===== config.mk =====
export PLATFORM = sky130hd
export DESIGN_NAME = gpf_port
export DESIGN_NICKNAME = d
export VERILOG_FILES = /design/src/rtl/gpf_pkg.sv /design/src/rtl/gpf_pin_sync.sv /design/src/rtl/gpf_port.sv
export VERILOG_INCLUDE_DIRS = /design/src /design/src/rtl
export SDC_FILE = /design/constraint.sdc
export NUM_CORES = 1
export LEC_CHECK = 0
export ABC_AREA = 1
export BUFFER_PORTS_ARGS = -buffer_cell sky130_fd_sc_hd__buf_2
export CORE_MARGIN = 1.5
export CORE_UTILIZATION = 60
export DETAILED_ROUTE_END_ITERATION = 10
export PLACE_DENSITY_LB_ADDON = 0.3
export SYNTH_ARGS = -nofsm -noshare
export SYNTH_HDL_FRONTEND = slang
export SYNTH_HIERARCHICAL = 1
export SYNTH_SLANG_ARGS = --single-unit

===== constraint.sdc =====
create_clock -name CLK -period 12.4 [get_ports CLK]
set_clock_uncertainty 0.05 [all_clocks]
set_input_delay 2.48 -clock CLK [delete_from_list [all_inputs] [get_ports CLK]]
set_output_delay 2.48 -clock CLK [all_outputs]
set_load 0.02 [all_outputs]

===== src/rtl/gpf_defines.svh =====
/*
  Offsets, field masks, reset values and sizes of the port F block.
  Assumes it is included by bare name from the package and the design files.
*/
`ifndef GPF_DEFINES_SVH
`define GPF_DEFINES_SVH
`define GPF_NPINS 16
`define GPF_OFF_DIR 16'h6140
`define GPF_OFF_SAMPLE 16'h6150
`define GPF_OFF_HOLD 16'h6160
`define GPF_OFF_ODS 16'h6170
`define GPF_OFF_PULLUP 16'h6180
`define GPF_OFF_NOTIFY 16'h6190
`define GPF_OFF_ISTAT 16'h61A0
`define GPF_OFF_IMASK 16'h61B0
`define GPF_ALIAS_CLR 2'h1
`define GPF_ALIAS_SET 2'h2
`define GPF_ALIAS_INV 2'h3
`define GPF_MASK_SMALL 16'h003B
`define GPF_MASK_LARGE 16'h313F
`define GPF_DIR_RST_SMALL 16'h003B
`define GPF_DIR_RST_LARGE 16'h313F
`define GPF_ODS_RST 16'h0000
`define GPF_HOLD_RST 16'h0000
`define GPF_RESP_OKAY 2'h0
`define GPF_RESP_SLVERR 2'h2
`endif


===== src/rtl/gpf_pkg.sv =====
/*
  Types shared by the port F block.
  Assumes the defines header sits beside it.
*/
`default_nettype none
`include "gpf_defines.svh"
package gpf_pkg;
  typedef logic [`GPF_NPINS-1:0] gpf_pins_t;
  // One register write: which register, which alias, which data.
  typedef struct packed {
    logic [3:0] sel;
    logic [1:0] alias_op;
    logic [31:0] data;
  } gpf_wr_s;
  typedef enum logic [1:0] {
    GPF_IDLE = 2'b00,
    GPF_RESP = 2'b01
  } gpf_bus_e;
endpackage : gpf_pkg
`default_nettype wire


===== src/rtl/gpf_pin_sync.sv =====
/*
  Three-stage pin input synchroniser with a change detector.
  Assumes CLK-domain reset already synchronised.
*/
`default_nettype none
`include "gpf_defines.svh"
module gpf_pin_sync
  import gpf_pkg::*;
(
  input wire logic clk, // System clock.
  input wire logic rst_n, // Synchronised reset, active low.
  input wire gpf_pins_t pin_in, // Raw pin levels.
  output gpf_pins_t level, // Settled level.
  output gpf_pins_t changed // Pulse when a level changes.
);
  gpf_pins_t s1_q, s2_q, s3_q, lvl_q;
  gpf_pins_t s1_d, s2_d, s3_d, lvl_d;

  // A change counts once the second and third stages agree.
  always_comb begin
    s1_d = pin_in;
    s2_d = s1_q;
    s3_d = s2_q;
    lvl_d = lvl_q;
    for (int i = 0; i < `GPF_NPINS; i++) begin
      if (s2_q[i] == s3_q[i]) begin
        lvl_d[i] = s3_q[i];
      end
    end
  end

  // Stage registers.
  always_ff @(posedge clk or negedge rst_n) begin
    if (!rst_n) begin
      s1_q <= '0;
      s2_q <= '0;
      s3_q <= '0;
      lvl_q <= '0;
    end else begin
      s1_q <= s1_d;
      s2_q <= s2_d;
      s3_q <= s3_d;
      lvl_q <= lvl_d;
    end
  end

  assign level = lvl_q;
  assign changed = lvl_q ^ lvl_d;
endmodule : gpf_pin_sync
`default_nettype wire


===== src/rtl/gpf_port.sv =====
/*
  Port F parallel I/O with clear/set/invert aliases, pull-ups and change notify.
  Assumes an AXI4-Lite master on CLK and a pad ring resolving pin enables.
*/
// The implementer's own choice: the AXI4-Lite slave port.
`default_nettype none
`include "gpf_defines.svh"
module gpf_port
  import gpf_pkg::*;
#(
  parameter bit LARGE_PKG = 1'b1 // Selects the larger package pin set.
) (
  input wire logic CLK, // System clock, 200 MHz.
  input wire logic RST_N, // Asynchronous reset, active low.
  input wire logic [15:0] S_AXI_AWADDR, // Write address.
  input wire logic S_AXI_AWVALID, // Write address valid.
  output logic S_AXI_AWREADY, // Write address ready.
  input wire logic [31:0] S_AXI_WDATA, // Write data.
  input wire logic [3:0] S_AXI_WSTRB, // Write strobes.
  input wire logic S_AXI_WVALID, // Write data valid.
  output logic S_AXI_WREADY, // Write data ready.
  output logic [1:0] S_AXI_BRESP, // Write response.
  output logic S_AXI_BVALID, // Write response valid.
  input wire logic S_AXI_BREADY, // Write response ready.
  input wire logic [15:0] S_AXI_ARADDR, // Read address.
  input wire logic S_AXI_ARVALID, // Read address valid.
  output logic S_AXI_ARREADY, // Read address ready.
  output logic [31:0] S_AXI_RDATA, // Read data.
  output logic [1:0] S_AXI_RRESP, // Read response.
  output logic S_AXI_RVALID, // Read data valid.
  input wire logic S_AXI_RREADY, // Read data ready.
  input wire logic [15:0] PIN_IN, // Pin levels from pads.
  output logic [15:0] PIN_OUT, // Pin drive value.
  output logic [15:0] PIN_OE, // Pin drive enable.
  output logic [15:0] PIN_PULLUP_EN, // Weak pull-up enables.
  input wire logic CMP_REF_OUT_EN, // Comparator reference output on its pin.
  output logic CMP_REF_PIN_SEL, // Pad switches analog output onto pin.
  output logic IRQ // Change notification interrupt, level.
);
  localparam logic [15:0] IMPL = LARGE_PKG ? `GPF_MASK_LARGE : `GPF_MASK_SMALL;
  localparam logic [15:0] DIR_RST = LARGE_PKG ? `GPF_DIR_RST_LARGE : `GPF_DIR_RST_SMALL;
  localparam int CMP_PIN = 0;

  logic rs1_q, rst_n_q;
  // Reset release through two flip-flops.
  always_ff @(posedge CLK or negedge RST_N) begin
    if (!RST_N) begin
      rs1_q <= 1'b0;
      rst_n_q <= 1'b0;
    end else begin
      rs1_q <= 1'b1;
      rst_n_q <= rs1_q;
    end
  end

  gpf_pins_t lvl, chg;
  gpf_pin_sync u_sync (
    .clk(CLK),
    .rst_n(rst_n_q),
    .pin_in(PIN_IN),
    .level(lvl),
    .changed(chg)
  );

  // Register file state.
  gpf_pins_t dir_q, dir_d, hold_q, hold_d, ods_q, ods_d;
  gpf_pins_t pu_q, pu_d, cn_q, cn_d, ist_q, ist_d, imk_q, imk_d;
  // Bus state.
  gpf_bus_e wst_q, wst_d, rst_q, rst_d;
  logic aw_got_q, aw_got_d, w_got_q, w_got_d;
  logic [15:0] awa_q, awa_d;
  logic [31:0] wd_q, wd_d, rd_q, rd_d;
  logic [1:0] bresp_q, bresp_d, rresp_q, rresp_d;
  gpf_wr_s wr;
  logic wr_en, wr_ok, rd_take, rd_ok, rd_ist;
  logic [3:0] rd_sel, wstrb_q, wstrb_d;
  logic [15:0] rdv;

  // Maps an address to a register index; 15 means unmapped.
  function automatic logic [3:0] decode(input logic [15:0] a);
    logic [15:0] base;
    base = {a[15:4], 4'h0};
    case (base)
      `GPF_OFF_DIR: decode = 4'd0;
      `GPF_OFF_SAMPLE: decode = 4'd1;
      `GPF_OFF_HOLD: decode = 4'd2;
      `GPF_OFF_ODS: decode = 4'd3;
      `GPF_OFF_PULLUP: decode = 4'd4;
      `GPF_OFF_NOTIFY: decode = 4'd5;
      `GPF_OFF_ISTAT: decode = 4'd6;
      `GPF_OFF_IMASK: decode = 4'd7;
      default: decode = 4'hF;
    endcase
    if (a[1:0] != 2'h0) begin
      decode = 4'hF;
    end
  endfunction : decode

  // Applies a plain or alias write to one register.
  function automatic gpf_pins_t apply(input gpf_pins_t cur, input logic [1:0] op, input gpf_pins_t v);
    case (op)
      `GPF_ALIAS_CLR: apply = cur & ~v;
      `GPF_ALIAS_SET: apply = cur | v;
      `GPF_ALIAS_INV: apply = cur ^ v;
      default: apply = v;
    endcase
  endfunction : apply

  // Write channel: take address and data in either order, then respond.
  always_comb begin
    wst_d = wst_q;
    aw_got_d = aw_got_q;
    w_got_d = w_got_q;
    awa_d = awa_q;
    wd_d = wd_q;
    wstrb_d = wstrb_q;
    bresp_d = bresp_q;
    wr_en = 1'b0;
    if (S_AXI_AWVALID && S_AXI_AWREADY) begin
      aw_got_d = 1'b1;
      awa_d = S_AXI_AWADDR;
    end
    if (S_AXI_WVALID && S_AXI_WREADY) begin
      w_got_d = 1'b1;
      wd_d = S_AXI_WDATA;
      wstrb_d = S_AXI_WSTRB;
    end
    case (wst_q)
      GPF_IDLE: begin
        if (aw_got_q && w_got_q) begin
          wr_en = 1'b1;
          aw_got_d = 1'b0;
          w_got_d = 1'b0;
          bresp_d = wr_ok ? `GPF_RESP_OKAY : `GPF_RESP_SLVERR;
          wst_d = GPF_RESP;
        end
      end
      GPF_RESP: begin
        if (S_AXI_BREADY) begin
          wst_d = GPF_IDLE;
        end
      end
      default: wst_d = GPF_IDLE;
    endcase
  end

  // Decoded write; byte strobes gate all four lanes.
  always_comb begin
    wr.sel = decode(awa_q);
    wr.alias_op = awa_q[3:2];
    wr.data = wd_q & {{8{wstrb_q[3]}}, {8{wstrb_q[2]}}, {8{wstrb_q[1]}}, {8{wstrb_q[0]}}};
    wr_ok = (wr.sel != 4'hF);
  end

  // Register next values; hardware-set interrupt status wins over clear.
  always_comb begin
    gpf_pins_t v;
    v = wr.data[15:0] & IMPL;
    dir_d = dir_q;
    hold_d = hold_q;
    ods_d = ods_q;
    pu_d = pu_q;
    cn_d = cn_q;
    imk_d = imk_q;
    ist_d = ist_q;
    if (wr_en) begin
      case (wr.sel)
        4'd0: dir_d = apply(dir_q, wr.alias_op, v) & IMPL;
        4'd1: hold_d = apply(hold_q, wr.alias_op, v) & IMPL;
        4'd2: hold_d = apply(hold_q, wr.alias_op, v) & IMPL;
        4'd3: ods_d = apply(ods_q, wr.alias_op, v) & IMPL;
        4'd4: pu_d = apply(pu_q, wr.alias_op, v) & IMPL;
        4'd5: cn_d = apply(cn_q, wr.alias_op, v) & IMPL;
        4'd7: imk_d = apply(imk_q, wr.alias_op, v) & IMPL;
        default: ;
      endcase
    end
    if (rd_take && rd_ist) begin
      ist_d = '0;
    end
    ist_d = ist_d | (chg & cn_q & IMPL);
  end

  // Read channel: one read at a time, answered the cycle after address.
  always_comb begin
    rst_d = rst_q;
    rd_d = rd_q;
    rresp_d = rresp_q;
    rd_sel = decode(S_AXI_ARADDR);
    rd_ok = (rd_sel != 4'hF);
    rd_take = (rst_q == GPF_IDLE) && S_AXI_ARVALID;
    rd_ist = (rd_sel == 4'd6) && (S_AXI_ARADDR[3:2] == 2'h0);
    case (rd_sel)
      4'd0: rdv = dir_q;
      4'd1: rdv = lvl;
      4'd2: rdv = hold_q;
      4'd3: rdv = ods_q;
      4'd4: rdv = pu_q;
      4'd5: rdv = cn_q;
      4'd6: rdv = ist_q;
      4'd7: rdv = imk_q;
      default: rdv = '0;
    endcase
    case (rst_q)
      GPF_IDLE: begin
        if (rd_take) begin
          rd_d = {16'h0000, rdv & IMPL};
          rresp_d = rd_ok ? `GPF_RESP_OKAY : `GPF_RESP_SLVERR;
          rst_d = GPF_RESP;
        end
      end
      GPF_RESP: begin
        if (S_AXI_RREADY) begin
          rst_d = GPF_IDLE;
        end
      end
      default: rst_d = GPF_IDLE;
    endcase
  end

  // Pad drive per pin.
  gpf_pins_t out_d, oe_d;
  for (genvar i = 0; i < `GPF_NPINS; i++) begin : g_pin
    always_comb begin
      out_d[i] = ods_q[i] ? 1'b0 : hold_q[i];
      oe_d[i] = IMPL[i] && !dir_q[i] && !(ods_q[i] && hold_q[i]);
      if (i == CMP_PIN && CMP_REF_OUT_EN) begin
        oe_d[i] = 1'b0;
      end
    end
  end

  // All state registers but the reset synchroniser.
  always_ff @(posedge CLK or negedge rst_n_q) begin
    if (!rst_n_q) begin
      dir_q <= DIR_RST;
      hold_q <= `GPF_HOLD_RST;
      ods_q <= `GPF_ODS_RST;
      pu_q <= '0;
      cn_q <= '0;
      ist_q <= '0;
      imk_q <= '0;
      wst_q <= GPF_IDLE;
      rst_q <= GPF_IDLE;
      aw_got_q <= 1'b0;
      w_got_q <= 1'b0;
      awa_q <= '0;
      wd_q <= '0;
      wstrb_q <= '0;
      rd_q <= '0;
      bresp_q <= '0;
      rresp_q <= '0;
      PIN_OUT <= '0;
      PIN_OE <= '0;
      PIN_PULLUP_EN <= '0;
      CMP_REF_PIN_SEL <= 1'b0;
      IRQ <= 1'b0;
      S_AXI_AWREADY <= 1'b0;
      S_AXI_WREADY <= 1'b0;
      S_AXI_BVALID <= 1'b0;
      S_AXI_ARREADY <= 1'b0;
      S_AXI_RVALID <= 1'b0;
    end else begin
      dir_q <= dir_d;
      hold_q <= hold_d;
      ods_q <= ods_d;
      pu_q <= pu_d;
      cn_q <= cn_d;
      ist_q <= ist_d;
      imk_q <= imk_d;
      wst_q <= wst_d;
      rst_q <= rst_d;
      aw_got_q <= aw_got_d;
      w_got_q <= w_got_d;
      awa_q <= awa_d;
      wd_q <= wd_d;
      wstrb_q <= wstrb_d;
      rd_q <= rd_d;
      bresp_q <= bresp_d;
      rresp_q <= rresp_d;
      PIN_OUT <= out_d;
      PIN_OE <= oe_d;
      PIN_PULLUP_EN <= pu_d & IMPL;
      CMP_REF_PIN_SEL <= CMP_REF_OUT_EN;
      IRQ <= |(ist_d & imk_d);
      S_AXI_AWREADY <= !aw_got_d && (wst_d == GPF_IDLE);
      S_AXI_WREADY <= !w_got_d && (wst_d == GPF_IDLE);
      S_AXI_BVALID <= (wst_d == GPF_RESP);
      S_AXI_ARREADY <= (rst_d == GPF_IDLE);
      S_AXI_RVALID <= (rst_d == GPF_RESP);
    end
  end

  assign S_AXI_BRESP = bresp_q;
  assign S_AXI_RDATA = rd_q;
  assign S_AXI_RRESP = rresp_q;
  // Assertions.
  AST_OUT_FOLLOWS_HOLD: assert property (@(posedge CLK) disable iff (!rst_n_q)
    (!dir_q[1] && !ods_q[1] && IMPL[1]) |=> (PIN_OE[1] && PIN_OUT[1] == $past(hold_q[1])))
    else $error("Output pin does not follow hold register.");
  AST_OPEN_DRAIN_HIGH: assert property (@(posedge CLK) disable iff (!rst_n_q)
    (ods_q[0] && hold_q[0]) |=> !PIN_OE[0]) else $error("Open-drain pin drives high.");
  AST_CMP_REF: assert property (@(posedge CLK) disable iff (!rst_n_q)
    CMP_REF_OUT_EN |=> (!PIN_OE[CMP_PIN] && CMP_REF_PIN_SEL)) else $error("Comparator pin still driven.");
  AST_CHANGE_STICKY: assert property (@(posedge CLK) disable iff (!rst_n_q)
    (chg[4] && cn_q[4]) |=> ist_q[4]) else $error("Change event not recorded.");
  AST_PULLUP: assert property (@(posedge CLK) disable iff (!rst_n_q)
    PIN_PULLUP_EN[0] == $past(pu_d[0])) else $error("Pull-up enable mismatch.");
  AST_UPPER_ZERO: assert property (@(posedge CLK) disable iff (!rst_n_q)
    S_AXI_RVALID |-> (S_AXI_RDATA[31:16] == 16'h0000 && (S_AXI_RDATA[15:0] & ~IMPL) == 16'h0000))
    else $error("Unimplemented bits read nonzero.");
  AST_SET_ALIAS: assert property (@(posedge CLK) disable iff (!rst_n_q)
    (wr_en && wr.sel == 4'd3 && wr.alias_op == `GPF_ALIAS_SET) |=> ((ods_q & $past(ods_q)) == $past(ods_q)))
    else $error("Set alias cleared a bit.");
  AST_INPUT_NO_DRIVE: assert property (@(posedge CLK) disable iff (!rst_n_q)
    dir_q[2] |=> !PIN_OE[2]) else $error("Input pin driven.");
  AST_RD_ANSWER: assert property (@(posedge CLK) disable iff (!rst_n_q)
    (S_AXI_ARVALID && S_AXI_ARREADY) |=> S_AXI_RVALID) else $error("Read answer late.");
  COV_WRITE: cover property (@(posedge CLK) S_AXI_BVALID && S_AXI_BREADY);
  COV_READ: cover property (@(posedge CLK) S_AXI_RVALID && S_AXI_RREADY);
  COV_IRQ: cover property (@(posedge CLK) $rose(IRQ));
  COV_OD: cover property (@(posedge CLK) ods_q[0] && !dir_q[0]);
endmodule : gpf_port
`default_nettype wire


After elaboration in Yosys (flattened, before gate mapping) --
Cells that the tools add are included.
Operators by class: equal/unequal tests 54, multiplexer cells 58, bitwise gates (word level) 24, reductions and logical operators 64
Operators with widths (number):
- 14-bit one-hot mux with 3 select lines | 6
- 12-bit by 11-bit == test with 1-bit output, second input constant | 16
- 14-bit AND | 8
- 14-bit one-hot mux with 8 select lines | 1
- 14-bit XOR | 7
- 14-bit bitwise OR | 6
- 4-bit one-hot mux with 8 select lines | 2
- 16-bit 2-to-1 mux | 3
- 1-bit 2-to-1 mux | 34
- 4-bit by 3-bit == test with 1-bit output, second input constant | 7
- 14-bit 2-to-1 mux | 2
- 1-bit logical AND | 26
- 1-bit logical NOT | 20
- 16-bit AND | 1
- 1-bit == test | 16
- 4-bit by 2-bit == test with 1-bit output, second input constant | 4
- 16-bit by 14-bit bitwise OR with 16-bit output | 1
- 16-bit OR reduction | 1
- 14-bit NOT | 1
- 2-bit AND reduction | 7
- 2-bit 2-to-1 mux | 6
- 2-bit by 1-bit == test with 1-bit output, second input constant | 5
- 2-bit logical NOT | 5
- 4-bit by 1-bit == test with 1-bit output, second input constant | 2
- other kinds (7) | 13
Word-level totals: register bits after elaboration 219, bits of input ports 92, output and inout bits 91, logic and storage cells 232

Logic depth before layout (Yosys ltp) --
Gate-level depths: netlist (run 1).
depth after elaboration 10, gate-level depth with buffers 16

By module --
The synthesis (run 1) kept the hierarchy.
By module, submodules not included:
- gpf_port | instances 1, cells an instance 1130, area an instance 9120.0 sq um, seq. area each 3714.8 sq um
- gpf_pin_sync | instances 1, cells an instance 206, area an instance 2193.4 sq um, seq. area each 1601.5 sq um

Least setup slack after synthesis (run 1) --
OpenSTA, ideal clock, no wires.
path type input-to-reg, from input S_AXI_ARADDR[12], to register IRQ, arrival 3.827 ns, required time 12.231 ns, slack 8.404 ns, stages 13, path buffers 2, path through nor2_1 nand2_1 nor2_1 and2_1 clkbuf_1 nand4_1 buf_2 nand2_1 nor2_1 nor2_1 nand3_1 nor2_1 nand2_1
On the way: longest elaborated chain between the ends 10, elaborated cells between the ends (all ways) 17, classes of those cells eq/ne (9); mux (3); bitwise (2); reduce/logical (3)
RTL lines:
- start, declared | RTL line gpf_port.sv:25 | input wire logic [15:0] S_AXI_ARADDR,
- 12-bit by 11-bit == test with 1-bit output | RTL line gpf_port.sv:83 | case (base)
- 4-bit one-hot mux with 8 select lines (*) | RTL line gpf_port.sv:83
- 4-bit 2-to-1 mux (*) | RTL line gpf_port.sv:94 | if (a[1:0] != 2'h0) begin
- 4-bit by 3-bit == test with 1-bit output (*) | RTL line gpf_port.sv:192 | rd_ist = (rd_sel == 4'd6) && (S_AXI_ARADDR[3:2] == 2'h0);
- 1-bit logical AND (*) | RTL line gpf_port.sv:192
- 1-bit logical AND (*) | RTL line gpf_port.sv:178 | if (rd_take && rd_ist) begin
- 16-bit 2-to-1 mux (*) | RTL line gpf_port.sv:178
- 16-bit by 14-bit bitwise OR with 16-bit output (*) | RTL line gpf_port.sv:181 | ist_d = ist_d | (chg & cn_q & IMPL);
- 16-bit AND (*) | RTL line gpf_port.sv:285 | IRQ <= |(ist_d & imk_d);
- 16-bit OR reduction (*) | RTL line gpf_port.sv:285
- end signal, assigned | RTL line gpf_port.sv:285
- end, declared | RTL line gpf_port.sv:38 | output logic IRQ
Mark *: on every way between the ends. The rest lies on a longest branch, timed or not. A chain may end at the register's enable or synchronous reset.

Worst setup path after layout (run 1) --
Ends and elaborated chain as after synthesis.

==> metrics.md, run 1 <==
| Metric | Value |
|---|---|
| Outcome | finished clean |
| Routed Antenna Nets | 0 |
| Crit path launch type | input port |
| Routed metal-1 wirelength | 10.5 mm |
| Max VDD drop | 0.142 mV |
| Die height | 134 µm |
| CTS buffer count | 17 |
| CP Max Fanout | 14 |
| I/O Pins | 183 |
| Core ar. | 16,700 µm² |
| Slew HR | 20.4% |
| Cell Area, Synth | 10,300 µm² |
| Global-route wire length before repair | 39.0 mm |
| Syn. warnings | 6 |
| Commonest cells after routing, fill and taps aside | 351 x nand2_1, 185 x inv_1, 174 x dfrtp_1 |
| Reg2reg path depth | 10 |
| Worst Setup End Kind | flip-flop |
| CTS H-tree lvls | 4 |
| CTS root buf | clkbuf_16 |
| Final setup violation count | 0 |
| Resize count post-CTS | 0 |
| Total Power | 1.81 mW |
| Max Cap Violations | 0 |
| Min-Delay Path Class | reg -> reg |
| Min Tclk post-route | 4520 ps |
| Register Area | 4620 µm² |
| Final Cycle Share | 36.4% |
| Setup bufs post-CTS | 0 |
| Hold Crit Depth | 0 |
| Setup Crit Path Kind | in -> reg |
| Clk_lat worst skew | 430 ps |
| Drt drc | 0 |
| Hold Buf Count CTS | 0 |
| Setup TNS | 0 ps |
| TritonRoute pass-1 iters | 6 |
| Initial antenna violation count | 0 |
| Final hold violations | 0 |
| Die footprint | 18,000 µm² |
| Congestion Overflow GR | 0 |
| Final WL | 24.0 mm |
| R2r setup slk | 9660 ps |
| Rows | 47 |
| Share of layout cells above drive strength 1 | 12.3% |
| Max Fclk | 0.221 GHz |
| Via density per instance | 5.39 |
| Metal2 WL | 11.1 mm |
| GRT Util Overall | 27.7% |
| Leak | 6.12 nW |
| Most common cell after layout, fill and taps aside | nand2_1 |
| Measured slew at the worst slew-check pin | 1190 ps |
| Largest regs | awa_q x16, imk_q x16, ist_q x16 |
| Avg Synthesized Cell Area | 8.31 µm² |
| Area Overhead vs Synth | 11.0% |
| Post-DP HPWL | 16.0 mm |
| Starting Density | 62.0% |
| Critical Path RT | 12,660 ps |
| Pwr Density | 158 nW/µm² |
| Port-buffer cells | 104 |
| Chip width | 134 µm |
| Wire per inst | 15.3 µm |
| Fillers | 1,358 |
| Slew Viols, Final | 0 |
| Clock slew at reported path FFs | 70 ps |
| NumNets Final | 1,542 |
| Worst EP arrival | 4770 ps |
| Clock tree from TritonCTS | built |
| Largest net degree at the start of global routing | 77 |
| Area occupied by multi-input gates | 4720 µm² |
| Clk sinks | 184 |
| Iteration-0 DRC Markers | 751 |
| Met3 wire length | 1.62 mm |
| Clk buf depth | 2 |
| Top Layer Used | met4 |
| N_diodes | 0 |
| RSZ-0062 raised after global routing | false |
| Via count | 8,483 |
| Vias in the first global route | 8,001 |
| Cell count after synthesis | 1,245 |
| Placer Congestion | 0.865 |
==> critical path, cell delays in order <==
cell	delay (ps)
buf_2	100
nor2_1	90
nand2_1	60
nor2_1	180
o21ai_1	140
nor2_1	230
nand4_1	700
nand2_1	320
nor2_1	70
nor2_1	100
nand3_1	90
nor2_1	130
nand2_1	100
==> metrics by stage <==
step           setup WS [ps]  utilization, %  cell area, µm²  cells  hold slack, ps
3_5_place_dp            7440            65.2           10900   1543             286
2_1_floorplan           6860               -           10500   1292             281
3_3_place_gp            7470            65.2           10900   1543             283
4_1_cts                 7880            68.8           11500   1575             301
5_1_grt                 7550            68.8           11500   1575             304
6_report                7880            68.8           11500   1575             298
==> routing by layer <==
| layer | track usage (%) | vias up |
|---|---|---|
| li1 | - | 4088 |
| met1 | 37.2 | 4018 |
| met4 | 11.1 | 0 |
| met5 | 0 | - |
| met3 | 5.40 | 53 |
| met2 | 44.4 | 324 |
==> cell type report <==
class	count	area share (%)
Clock buffer	21	4.01
Clock inverter	11	1.27
Inverter	192	6.27
Multi-Input combinational cell	839	41.1
Sequential cell	184	40.2
Tap cell	220	2.40
Timing Repair Buffer	108	4.79
==> report_power, final <==
part	total, mW	switching (mW)	internal (mW)
Sequential	0.710	0.0475	0.662
Combinational	0.541	0.364	0.176
Clock	0.559	0.231	0.328
Total	1.81	0.643	1.17
==> path summary, 6_finish.rpt <==
check / start / endpoint
max in group asynchronous: rst_n_q$_DFF_PN0_ / u_sync/s2_q[0]$_DFF_PN0_
worst max register to register: rst_q[0]$_DFF_PN0_ / IRQ$_DFF_PN0_
worst min-delay path: u_sync/s1_q[5]$_DFF_PN0_ / u_sync/s2_q[5]$_DFF_PN0_
worst max-delay path: S_AXI_ARADDR[12] / IRQ$_DFF_PN0_
min in group asynchronous: rst_n_q$_DFF_PN0_ / u_sync/s1_q[2]$_DFF_PN0_
worst min register to register: u_sync/s1_q[5]$_DFF_PN0_ / u_sync/s2_q[5]$_DFF_PN0_
Power figures use the tool's default switching activity.
==> inputs of run 2 (changes only) <==
CORE_UTILIZATION = 52   (was 60)
clock period = 3.7 ns   (was 12.4 ns; I/O delays follow)
==> run 2 against run 1 <==
The flow now finishes with violations (design-rule violations). First-iteration DRC count grew 4.7%. Sequential share of layout area is 0.40 points lower. Die area grew 15%. Non-clock buffer count rose by 3. Core utilization is 9.2 points lower. Sequential cell count unchanged. Design area is 1.0% higher. Count of clock-buffer cells in the layout shrank 3. Highest routed layer unchanged. Critical endpoint unchanged.
==> metrics.md, run 2 (same netlist as run 1, synthesis figures left out) <==
| Metric | Value |
|---|---|
| Final Cycle Share | 68.9% |
| Setup TNS | 0 ps |
| Final setup violation count | 0 |
| Final hold violations | 0 |
| Largest net degree at the start of global routing | 104 |
| Setup Crit Path Kind | reg -> reg |
| Congestion Overflow GR | 0 |
| Clock slew at reported path FFs | 70 ps |
| Clk_lat worst skew | 440 ps |
| Routed Antenna Nets | 0 |
| Chip width | 144 µm |
| GRT Util Overall | 24.5% |
| RSZ-0062 raised after global routing | false |
| CTS buffer count | 17 |
| Rows | 51 |
| R2r setup slk | 1150 ps |
| Outcome | complete, but fails checks |
| Iteration-0 DRC Markers | 786 |
| Post-DP HPWL | 16.5 mm |
| Core ar. | 19,500 µm² |
| Via density per instance | 5.17 |
| Most common cell after layout, fill and taps aside | nand2_1 |
| Logic gate share of total power | 29.8% |
| Non-Filler Instances | 1,622 |
| Max Cap Violations | 0 |
| Sw Share | 35.5% |
| NumNets Final | 1,545 |
| TritonRoute pass-1 iters | 8 |
| Setup WS pre-CTS | 817 ps |
| Post-route setup slack | 1150 ps |
| Leak | 6.14 nW |
| Crit path launch type | flip-flop |
| Psw | 2.18 mW |
| Placer Congestion | 0.864 |
| Setup bufs post-CTS | 0 |
| Min-Delay Path Class | in -> async |
| CTS root buf | clkbuf_16 |
| Critical Path RT | 3970 ps |
| Slew HR | 20.1% |
| Area Overhead vs Synth | 12.1% |
| Failing checks | design-rule violations |
| Hold Buf Count CTS | 0 |
| Util after Layout | 59.6% |
| Clock tree from TritonCTS | built |
| Fin Hold WS | 24.5 ps |
| Commonest cells after routing, fill and taps aside | 351 x nand2_1, 185 x inv_1, 174 x dfrtp_1 |
| Largest regs | awa_q x16, imk_q x16, ist_q x16 |
| Placed insts | 1,591 |
| CP Max Fanout | 13 |
| Sequential power share | 38.4% |
| Total Power | 6.16 mW |
| Via count | 8,383 |
| Clk network pwr share | 31.8% |
| Global-route wire length before repair | 39.2 mm |
| Worst EP arrival | 2830 ps |
| Resize count post-CTS | 0 |
| I/O Pins | 183 |
| Measured slew at the worst slew-check pin | 1190 ps |
| Worst Setup End Kind | flip-flop |
| N_diodes | 0 |
| Slew Viols, Final | 0 |
| Wire per inst | 14.8 µm |
| Final WL | 24.1 mm |
| Fillers | 1,749 |
| Internal power | 3.97 mW |
| Die footprint | 20,800 µm² |
| Vias in the first global route | 7,868 |
| Share of layout cells above drive strength 1 | 12.5% |
| Max VDD drop | 0.417 mV |
| Clk buf depth | 2 |
| CTS H-tree lvls | 4 |
| Starting Density | 53.2% |
| Port-buffer cells | 104 |
| Clk sinks | 184 |
| Drt drc | 4 |
| Min Tclk post-route | 2550 ps |
| Pwr Density | 531 nW/µm² |
| Dpl cell area | 11,000 µm² |
| Die height | 144 µm |
| Initial antenna violation count | 0 |
| Design area | 11,600 µm² |
| Max Fclk | 0.392 GHz |
[run 2: path summary, 6_finish.rpt]
kind / from / cells after the start / end
min in group CLK: u_sync/s1_q[12]$_DFF_PN0_ / 0 / u_sync/s2_q[12]$_DFF_PN0_
worst min register to register: u_sync/s1_q[12]$_DFF_PN0_ / 0 / u_sync/s2_q[12]$_DFF_PN0_
worst min-delay path: RST_N / 1 / rst_n_q$_DFF_PN0_
worst max register to register: wstrb_q[0]$_DFFE_PN0P_ / 14 / IRQ$_DFF_PN0_
worst max-delay path: wstrb_q[0]$_DFFE_PN0P_ / 14 / IRQ$_DFF_PN0_
max in group asynchronous: rst_n_q$_DFF_PN0_ / 1 / u_sync/level[0]$_DFF_PN0_
[run 2: layer usage]
| metal | part of all wire, % | routed length [µm] | global-route usage [%] |
|---|---|---|---|
| met3 | 6.8 | 1630 | 4.60 |
| met2 | 46 | 11000 | 37.7 |
| met5 | 0 | 0 | 0 |
| met4 | 2.9 | 690 | 10.4 |
| met1 | 45 | 10800 | 34.0 |
[run 2: critical path, cell delays in order (launching register included)]
cell	delay, ps
dfrtp_1	510
nand2_1	430
ha_1	430
nand2_1	60
o21ai_0	80
a211oi_1	210
nand3_1	110
nand2_1	100
inv_1	50
nand2_1	50
nand2_1	60
inv_1	50
nand2_1	60
nor2_1	110
nand2_1	70
[run 2: power groups by stage]
stage / clock [mW] / combinational (mW) / sequential [mW]
5_1_grt: 2.08 / 2.10 / 2.39
3_3_place_gp: 0 / 1.73 / 2.39
2_1_floorplan: 0 / 1.35 / 2.41
6_report: 1.96 / 1.84 / 2.36
4_1_cts: 2.00 / 1.83 / 2.36
3_5_place_dp: 0 / 1.81 / 2.40
[run 2: area by class of cell]
cell class,instances,area (µm²),area share [%]
clock buffers,18,439,3.78
clock inverters,13,191,1.65
inverters,192,721,6.21
multi-input cells,839,4720,40.6
flip-flops and latches,184,4620,39.8
well taps,265,332,2.86
repair buffers,111,586,5.05
